==> config.mk <==
export PLATFORM = sky130hd
export DESIGN_NAME = igp_port_cfg
export DESIGN_NICKNAME = d
export VERILOG_FILES = /design/src/verilog/igp_pkg.sv /design/src/verilog/igp_port_cfg.sv /design/src/verilog/igp_pin_ctrl.sv
export SDC_FILE = /design/constraint.sdc
export NUM_CORES = 1
export LEC_CHECK = 0
export CAP_MARGIN = 20
export CORE_MARGIN = 1
export CORE_UTILIZATION = 40
export CTS_BUF_LIST = sky130_fd_sc_hd__clkbuf_8
export CTS_CLUSTER_DIAMETER = 100
export DETAILED_ROUTE_END_ITERATION = 8
export DONT_BUFFER_PORTS = 1
export MAX_ROUTING_LAYER = met4
export PLACE_DENSITY = 0.6
export SYNTH_ARGS = -nofsm -noshare
export SYNTH_HDL_FRONTEND = slang
export SYNTH_SLANG_ARGS = --single-unit
==> constraint.sdc <==
create_clock -name clk -period 14.1 [get_ports clk]
set_input_delay 1.41 -clock clk [delete_from_list [all_inputs] [get_ports clk]]
set_output_delay 1.41 -clock clk [all_outputs]
set_load 0.005 [all_outputs]
==> src/verilog/igp_pkg.sv <==
// Package of addresses, subregister codes and resets for the indirect port configuration block.
package igp_pkg;
  localparam int          IGP_NPORTS       = 3;
  localparam logic [11:0] IGP_SEL_A_ADDR   = 12'hFD0;
  localparam logic [11:0] IGP_SEL_B_ADDR   = 12'hFD4;
  localparam logic [11:0] IGP_SEL_C_ADDR   = 12'hFD8;
  localparam logic [11:0] IGP_CTL_A_ADDR   = 12'hFD1;
  localparam logic [11:0] IGP_CTL_B_ADDR   = 12'hFD5;
  localparam logic [11:0] IGP_CTL_C_ADDR   = 12'hFD9;
  localparam logic [7:0]  IGP_SEL_RESET    = 8'h00;
  localparam logic [7:0]  IGP_CFG_RESET    = 8'h00;
  localparam logic [7:0]  IGP_AF_A_SMALL   = 8'h04;
  localparam logic [7:0]  IGP_DIR_RESET    = 8'hFF;
  localparam logic [7:0]  IGP_LED_RESET    = 8'h00;

  typedef enum logic [7:0] {
    IGP_SUB_NONE  = 8'h00,
    IGP_SUB_DIR   = 8'h01,
    IGP_SUB_ALT   = 8'h02,
    IGP_SUB_OD    = 8'h03,
    IGP_SUB_DRIVE = 8'h04,
    IGP_SUB_WAKE  = 8'h05,
    IGP_SUB_PULL  = 8'h06,
    IGP_SUB_FS1   = 8'h07,
    IGP_SUB_FS2   = 8'h08
  } igp_sub_e;

  typedef struct packed {
    logic [7:0] dir;
    logic [7:0] alt;
    logic [7:0] od;
    logic [7:0] drive;
    logic [7:0] wake;
    logic [7:0] pull;
    logic [7:0] fs1;
    logic [7:0] fs2;
  } igp_cfg_s;

  typedef struct packed {
    logic [7:0] out;
    logic [7:0] oe;
  } igp_alt_s;
endpackage : igp_pkg

==> src/verilog/igp_port_cfg.sv <==
// Three-port indirect configuration registers with pin control and stop-mode wake.
`timescale 1ns/1ps
module igp_port_cfg
  import igp_pkg::*;
(
  // Clock, enable and reset
  input  wire logic        clk,
  input  wire logic        rst,
  input  wire logic        ce,
  // Package strap, caught after reset release
  input  wire logic        small_pkg,
  // Register file access
  input  wire logic [11:0] reg_addr,
  input  wire logic        reg_wr,
  input  wire logic        reg_rd,
  input  wire logic [7:0]  reg_wdata,
  output logic [7:0]       reg_rdata,
  // Plain output data per port
  input  wire logic [23:0] port_out,
  // Alternate peripheral drive per port
  input  wire igp_alt_s    alt_a,
  input  wire igp_alt_s    alt_b,
  input  wire igp_alt_s    alt_c,
  // Timer direction for the shared timer pins (1 = output, 0 = input)
  input  wire logic        timer0_is_out,
  input  wire logic        timer1_is_out,
  // Stop mode
  input  wire logic        stop_mode,
  output logic             wake_req,
  // Pins
  input  wire logic [23:0] pin_i,
  output logic [23:0]      pin_o,
  output logic [23:0]      pin_oe,
  output logic [23:0]      pin_in_sync,
  output logic [23:0]      strong_drive,
  output logic [7:0]       led_drive_en
);
  logic [7:0]     sel_ff [IGP_NPORTS];
  igp_cfg_s       cfg_ff [IGP_NPORTS];
  logic [7:0]     rdata_ff;
  logic [23:0]    meta_ff;
  logic [23:0]    sync_ff;
  logic           strap_done_ff;
  logic [2:0]     wake_vec;
  logic [2:0]     sel_hit;
  logic [2:0]     ctl_hit;
  logic [7:0]     ctl_rd [IGP_NPORTS];
  logic [7:0]     nxt_rdata;
  igp_alt_s       alt_in [IGP_NPORTS];
  igp_alt_s       alt_a_fix;

  // Address decode.
  assign sel_hit[0] = (reg_addr == IGP_SEL_A_ADDR);
  assign sel_hit[1] = (reg_addr == IGP_SEL_B_ADDR);
  assign sel_hit[2] = (reg_addr == IGP_SEL_C_ADDR);
  assign ctl_hit[0] = (reg_addr == IGP_CTL_A_ADDR);
  assign ctl_hit[1] = (reg_addr == IGP_CTL_B_ADDR);
  assign ctl_hit[2] = (reg_addr == IGP_CTL_C_ADDR);

  // Shared timer pins: the timer decides input (no drive) or output of the peripheral level.
  always_comb begin
    alt_a_fix        = alt_a;
    alt_a_fix.oe[0]  = timer0_is_out & alt_a.oe[0];
    alt_a_fix.oe[6]  = timer1_is_out & alt_a.oe[6];
  end
  assign alt_in[0] = alt_a_fix;
  assign alt_in[1] = alt_b;
  assign alt_in[2] = alt_c;

  // Two-flop synchroniser for pin inputs; only sync_ff is used downstream.
  always_ff @(posedge clk or posedge rst) begin
    if (rst) begin
      meta_ff <= 24'h000000;
      sync_ff <= 24'h000000;
    end else if (ce) begin
      meta_ff <= pin_i;
      sync_ff <= meta_ff;
    end
  end
  assign pin_in_sync = sync_ff;

  genvar p;
  generate
    for (p = 0; p < IGP_NPORTS; p++) begin : g_port
      logic ctl_wr;
      logic sel_ok;
      // Port A has no function-set subregisters at all.
      assign sel_ok = (sel_ff[p] >= IGP_SUB_DIR) &&
                      ((p == 0) ? (sel_ff[p] <= IGP_SUB_PULL) : (sel_ff[p] <= IGP_SUB_FS2));
      assign ctl_wr = ce & reg_wr & ctl_hit[p] & sel_ok;

      always_comb begin
        case (sel_ff[p])
          IGP_SUB_DIR:   ctl_rd[p] = cfg_ff[p].dir;
          IGP_SUB_ALT:   ctl_rd[p] = cfg_ff[p].alt;
          IGP_SUB_OD:    ctl_rd[p] = cfg_ff[p].od;
          IGP_SUB_DRIVE: ctl_rd[p] = cfg_ff[p].drive;
          IGP_SUB_WAKE:  ctl_rd[p] = cfg_ff[p].wake;
          IGP_SUB_PULL:  ctl_rd[p] = cfg_ff[p].pull;
          IGP_SUB_FS1:   ctl_rd[p] = (p == 0) ? 8'h00 : cfg_ff[p].fs1;
          IGP_SUB_FS2:   ctl_rd[p] = (p == 0) ? 8'h00 : cfg_ff[p].fs2;
          default:       ctl_rd[p] = 8'h00;
        endcase
      end

      always_ff @(posedge clk or posedge rst) begin
        if (rst) begin
          sel_ff[p] <= IGP_SEL_RESET;
        end else if (ce && reg_wr && sel_hit[p]) begin
          sel_ff[p] <= reg_wdata;
        end
      end

      always_ff @(posedge clk or posedge rst) begin
        if (rst) begin
          cfg_ff[p] <= '{dir: IGP_DIR_RESET, alt: IGP_CFG_RESET, od: IGP_CFG_RESET,
                         drive: IGP_CFG_RESET, wake: IGP_CFG_RESET, pull: IGP_CFG_RESET,
                         fs1: IGP_CFG_RESET, fs2: IGP_CFG_RESET};
        end else if (ce && (p == 0) && !strap_done_ff) begin
          // Strap is caught on the first enabled edge after release, not in reset.
          cfg_ff[p].alt <= small_pkg ? IGP_AF_A_SMALL : IGP_CFG_RESET;
        end else if (ctl_wr) begin
          case (sel_ff[p])
            IGP_SUB_DIR:   cfg_ff[p].dir   <= reg_wdata;
            IGP_SUB_ALT:   cfg_ff[p].alt   <= reg_wdata;
            IGP_SUB_OD:    cfg_ff[p].od    <= reg_wdata;
            IGP_SUB_DRIVE: cfg_ff[p].drive <= reg_wdata;
            IGP_SUB_WAKE:  cfg_ff[p].wake  <= reg_wdata;
            IGP_SUB_PULL:  cfg_ff[p].pull  <= reg_wdata;
            IGP_SUB_FS1:   cfg_ff[p].fs1   <= reg_wdata;
            IGP_SUB_FS2:   cfg_ff[p].fs2   <= reg_wdata;
            default:       cfg_ff[p].pull  <= cfg_ff[p].pull;
          endcase
        end
      end

      igp_pin_ctrl u_pin (
        .clk       (clk),
        .rst       (rst),
        .ce        (ce),
        .cfg       (cfg_ff[p]),
        .port_out  (port_out[8*p +: 8]),
        .alt       (alt_in[p]),
        .pin_sync  (sync_ff[8*p +: 8]),
        .stop_mode (stop_mode),
        .pin_o     (pin_o[8*p +: 8]),
        .pin_oe    (pin_oe[8*p +: 8]),
        .wake_req  (wake_vec[p])
      );
      assign strong_drive[8*p +: 8] = cfg_ff[p].drive;
    end
  endgenerate

  // Port C's strong-drive bits also select LED current sinking where its alternate bits are set.
  assign led_drive_en = cfg_ff[2].drive & cfg_ff[2].alt;
  assign wake_req     = |wake_vec;

  // Read data is registered: valid the cycle after reg_rd.
  assign nxt_rdata = sel_hit[0] ? sel_ff[0] :
                     sel_hit[1] ? sel_ff[1] :
                     sel_hit[2] ? sel_ff[2] :
                     ctl_hit[0] ? ctl_rd[0] :
                     ctl_hit[1] ? ctl_rd[1] :
                     ctl_hit[2] ? ctl_rd[2] : 8'h00;

  always_ff @(posedge clk or posedge rst) begin
    if (rst) begin
      rdata_ff      <= 8'h00;
      strap_done_ff <= 1'b0;
    end else if (ce) begin
      strap_done_ff <= 1'b1;
      if (reg_rd) begin
        rdata_ff <= nxt_rdata;
      end
    end
  end
  assign reg_rdata = rdata_ff;
endmodule : igp_port_cfg

==> src/verilog/igp_pin_ctrl.sv <==
// One port's pin drive resolution and stop-mode wake detection.
`timescale 1ns/1ps
module igp_pin_ctrl
  import igp_pkg::*;
(
  // Clock, enable and reset
  input  wire logic       clk,
  input  wire logic       rst,
  input  wire logic       ce,
  // Configuration and data
  input  wire igp_cfg_s   cfg,
  input  wire logic [7:0] port_out,
  input  wire igp_alt_s   alt,
  input  wire logic [7:0] pin_sync,
  input  wire logic       stop_mode,
  // Pins
  output logic [7:0]      pin_o,
  output logic [7:0]      pin_oe,
  output logic            wake_req
);
  logic [7:0] prev_ff;
  logic [7:0] want_oe;
  logic [7:0] want_out;
  logic [7:0] edge_hit;

  // Alternate function owns the pin when enabled, else direction bit (1 = input).
  assign want_oe  = (cfg.alt & alt.oe) | (~cfg.alt & ~cfg.dir);
  assign want_out = (cfg.alt & alt.out) | (~cfg.alt & port_out);
  assign pin_o    = want_out;
  // Open-drain drops the high side even for peripherals: drive only the low level.
  assign pin_oe   = want_oe & ~(cfg.od & want_out);
  assign edge_hit = (pin_sync ^ prev_ff) & cfg.wake;
  assign wake_req = stop_mode & (|edge_hit);

  always_ff @(posedge clk or posedge rst) begin
    if (rst) begin
      prev_ff <= 8'h00;
    end else if (ce) begin
      prev_ff <= pin_sync;
    end
  end
endmodule : igp_pin_ctrl

### After elaboration in Yosys (flattened, before gate mapping)

Index checks and enable logic that the tools add are counted.

| cells by class | value |
|---|---|
| order comparisons | 6 |
| equality and inequality tests | 30 |
| muxes and demuxes | 19 |
| bitwise operators | 53 |
| reductions and logical operators | 40 |

Operators with widths:

| kind | number |
|---|---|
| $and 8x8->8 | 22 |
| $pmux 8 s8 | 2 |
| $mux 8 | 14 |
| $eq 8x3->1 const B | 12 |
| $eq 12x12->1 const B | 6 |
| $not 8->8 | 9 |
| $mux 56 | 1 |
| $eq 8x2->1 const B | 6 |
| $or 8x8->8 | 6 |
| $pmux 8 s6 | 1 |
| $reduce_and 2->1 | 18 |
| $eq 8x1->1 const B | 3 |
| $eq 8x4->1 const B | 3 |
| $ge 8x1->1 const B | 3 |
| $reduce_or 8->1 | 3 |
| $xor 8x8->8 | 3 |
| $reduce_and 3->1 | 7 |
| $le 8x4->1 const B | 2 |
| $and 1x1->1 | 12 |
| $le 8x3->1 const B | 1 |
| $logic_and 1x1->1 | 8 |
| $reduce_bool 2->1 | 2 |
| $mux 3 | 1 |
| $reduce_or 3->1 | 1 |
| other kinds (2) | 2 |

| storage, ports and cells | value |
|---|---|
| word-level logic and storage cells | 182 |
| register bits | 297 |
| output and inout bits | 113 |
| bits of input ports | 125 |

### Logic depth before layout (Yosys ltp)

| logic depth | value |
|---|---|
| word-level depth | 8 |
| gate-level depth with buffers | 9 |
| depth with buffers taken out | 6 |

### Hierarchy

Synthesis repeated with hierarchy kept, for this count alone.

| second synthesis, totals | value |
|---|---|
| cells, all modules | 1,163 |
| area, all modules | 14,629.0 um2 |

Modules (own cells, without submodules):

| module | seq. area each (um2) | cells an instance | times used | area an instance (um2) |
|---|---|---|---|---|
| igp_port_cfg | 6,861.6 | 971 | 1 | 12,703.4 |
| igp_pin_ctrl | 200.2 | 64 | 3 | 641.9 |

### Worst setup path after synthesis

No wires, ideal clock.

| timing path | value |
|---|---|
| kind | input port to flip-flop |
| from | input port reg_addr[5] |
| to | register cfg_ff[16] in the netlist's numbering |
| setup slack | 10.779 ns |
| required time | 13.975 ns |
| data arrival time | 3.196 ns |
| path buffers | 3 |
| library setup time | 0.125 ns |
| cell stages on the path | 9 |
| path through | and4b_1 > clkbuf_1 > and2_1 > clkbuf_1 > and4_1 > buf_4 > nand3_1 > nor2_4 > mux2_2 |

| on the way | value |
|---|---|
| word-level cells in the longest chain between the ends | 4 |

Ends and longest elaborated chain:

| element | RTL line | source |
|---|---|---|
| start: declaration | igp_port_cfg.sv:13 | `input wire logic [11:0] reg_addr,` |
| $eq 12x12->1 | igp_port_cfg.sv:58 | `assign ctl_hit[2] = (reg_addr == IGP_CTL_C_ADDR);` |
| $and 1x1->1 (2 in a row) | igp_port_cfg.sv:90 | `assign ctl_wr = ce & reg_wr & ctl_hit[p] & sel_ok;` |
| $reduce_and 2->1 (no source line) | n/a |  |
| end signal: indexed assignment | igp_port_cfg.sv:116 | `cfg_ff[p] <= '{dir: IGP_DIR_RESET, alt: IGP_CFG_RESET, od: IGP_CFG_RESET,` |
| end: declaration | igp_port_cfg.sv:39 | `igp_cfg_s cfg_ff [IGP_NPORTS];` |

No other way between the ends.
A chain may end at the register's enable or synchronous reset.

### Worst setup path in the final report

| timing path | value |
|---|---|
| from | register sync_ff[21], in the netlist pin_in_sync[21] |
| to | output port wake_req |

| on the way | value |
|---|---|
| word-level cells in the longest chain between the ends | 5 |

Ends and longest elaborated chain:

| element | RTL line | source |
|---|---|---|
| start: declaration | igp_port_cfg.sv:42 | `logic [23:0] sync_ff;` |
| start signal: assignment | igp_port_cfg.sv:77 | `sync_ff <= meta_ff;` |
| $xor 8x8->8 | igp_pin_ctrl.sv:32 | `assign edge_hit = (pin_sync ^ prev_ff) & cfg.wake;` |
| $and 8x8->8 | igp_pin_ctrl.sv:32 |  |
| $reduce_or 8->1 | igp_pin_ctrl.sv:33 | `assign wake_req = stop_mode & (\|edge_hit);` |
| $and 1x1->1 | igp_pin_ctrl.sv:33 |  |
| $reduce_or 3->1 | igp_port_cfg.sv:156 | `assign wake_req = \|wake_vec;` |
| end: declaration | igp_port_cfg.sv:29 | `output logic wake_req,` |

No other way between the ends.

==> results.toml <==
[pwr]
p_switching_uw = 404
p_seq_frac = 0.526
power.internal_uw = 1250
pwr-share-clk = 0.423
sw_frac_of_total = 0.244
combPwrFrac = 0.050
p_leak_uw = 0.00689
pwr_density_cell_mw_per_mm2 = 108
ir_drop_mv = 0.0831

[synthesis]
synth-async-reset-ratio = 1.00
synth_cells = 1152
yosysWarnings = 0
synth_edf_count = 0
ys.flop_type = "dfrtp_1"
post_synth.cell_area_avg_sq_um = 12.3
ys_ff_latch = 281
syn_area_sq_mm = 0.0142
synth_nets = 1277
synthDistinctLibCells = 76
synth_seq_area_share = 0.499

[run]
maxCapViolations = 0

[critical_path]
required_ns = 12.69
rr_startpoint = "sel_ff[13]"
cp.arrival_ns = 2.04
reg2reg_depth = 5
startpoint_type = "flop"
crit_type = "flop to output pin"
crit_fanout = 4
startpoint = "pin_in_sync[21]"
crit_path_end_kind = "output pin"

[cts]
cts_tree = "yes"
cts_hold_buffers = 0
root_buffer = "clkbuf_8"
cts_sinks = 281
cts_made_buffers = 47
clock_latency_ns = 0.60
h-tree-depth = 2
clkSlewWorstSetupHoldPaths_ns = 0.06
post_cts_resized = 0
cts.path.max_buffers = 3
post_cts_buffers = 0

[floorplanning]
pin_count = 238
std_cell_rows = 68
die-area_sq_mm = 0.0362
die_w_um = 190
die_h_um = 190
coreArea_sq_mm = 0.0347
start_util = 0.408

[final_layout]
final_core_util = 0.442
most-common-layout-cells = "mux2_2, dfrtp_1, a21oi_1"
syn_to_final_growth_pct = 8.31
mostFrequentLayoutCell = "mux2_2"
layout-drive-gt1-share = 0.378
nets = 1245

[sta]
relSlewSlack = 0.313
fmax_mhz = 290
hold_viol = 0
tns_ns = 0
min_period_over_period = 0.245
final.min_clock_period_ns = 3.45
skew_ns = 0.0231
finalSetupViolCount = 0
rsz0062_at_grt = "false"
tightestPinTransition_ns = 1.02
slew_viol_final = 0

[routing]
drc_errors = 0
initialDrtViolationCount = 597
ant_nets = 0
vias = 9513
wl_per_cell_um = 24.2
routed_wl_mm = 39.1
viasPerCell = 5.89
drt-pass1-iter-count = 5

[min_path]
min_path_cells = 1
min_from = "strap_done_ff"
hold_class = "flop to flop"

[placed_design]
port_buffers = 0
place_congestion = 0.921
hpwl_mm = 27.0

[grt]
antenna_found_initial = 0
grt_first_pass_wirelength_mm = 59.6
grt_use_total = 0.225
grt_max_degree = 148
grt_pass1_vias = 9457
overflow = 0

[run_status]
status = "completed"
-- final timing paths --
check	slack, ns	end
max	10.65	wake_req
min	0.47	strap_done_ff
max reg2reg	11.20	cfg_ff[79]
min reg2reg	0.47	strap_done_ff
max in group asynchronous	11.92	cfg_ff[113]
min in group asynchronous	0.65	pin_in_sync[21]
-- registers in the layout (all words and copies together) (netlist names) --
name and flops:
cfg_ff 152, g_port.u_pin.prev_ff 24, meta_ff 24, pin_in_sync 24, reg_rdata 8, sel_ff 24, strap_done_ff 1, strong_drive 24
-- cell type report --
cell class	instances	area (sq um)
diodes	2	5.00
clock buffers	57	785
clock inverters	31	134
fillers	3237	19400
inverters	9	41.3
multi-input cells	770	6620
flip-flops and latches	281	7060
well taps	455	569
repair buffers	11	120
-- Yosys cell counts (all sizes together), types with 13 or more instances --
library cell  instances  share of area
a22oi                25          0.013
clkbuf               55          0.015
nand2                30         0.0083
nor2b                15         0.0066
nand3b               14         0.0077
dfrtp               257           0.45
nand3                14         0.0062
and2                 13         0.0058
nand4                16         0.0080
o21ai                22         0.0078
nor2                 48          0.013
buf                  37          0.017
mux2i                19          0.013
nor3                 14         0.0057
a22o                 13         0.0080
mux2                305           0.24
dfstp                24          0.045
xor2                 24          0.015
a21oi                77          0.027
-- routing by layer --
metal / vias to the layer above / GRT usage / wire length [um] / part of all wire
met1: 4860 / 0.315 / 18100 / 0.46
met5: - / - / 0 / 0
met4: 0 / 0.0714 / 954 / 0.024
met3: 66 / 0.0457 / 2570 / 0.066
met2: 351 / 0.328 / 17500 / 0.45
li1: 4236 / - / - / -
-- worst max-delay path: stages (launching register included) --
cell     delay [ns]
dfrtp_1        0.43
xor2_1         0.19
a22oi_1        0.26
nand4_1        0.21
o31a_1         0.37
-- per-stage QoR --
| stage | cell area [sq um] | instances | power (uW) | hold WS (ns) | setup slack [ns] |
|---|---|---|---|---|---|
| after floorplan | 14200 | 1152 | 954 | 0.438 | 4.98 |
| after global placement | 14400 | 1523 | 966 | 0.452 | 10.17 |
| after detailed placement | 14400 | 1523 | 969 | 0.453 | 10.13 |
| after CTS | 15300 | 1611 | 1680 | 0.467 | 10.57 |
| after global routing | 15300 | 1614 | 1720 | 0.483 | 10.56 |
| final | 15300 | 1616 | 1650 | 0.466 | 10.65 |
-- power by group through the flow --
stage / Combinational [uW] / Clock, uW / Sequential (uW)
global route: 94.0 / 753 / 876
detailed placement: 83.5 / 0 / 885
floorplan: 78.1 / 0 / 876
global placement: 82.0 / 0 / 884
CTS: 84.0 / 723 / 871
finish: 83.4 / 701 / 871
-- cells by family after synthesis --
logic type	Yosys count	synth area share
buffers and inverters	101	0.0342
XOR/XNOR	24	0.0148
AO/OA/AOI/OAI	208	0.0978
flip-flops	281	0.499
AND/OR/NAND/NOR	205	0.0840
multiplexers	333	0.270
Note: power is estimated with default switching activity, not from simulation.
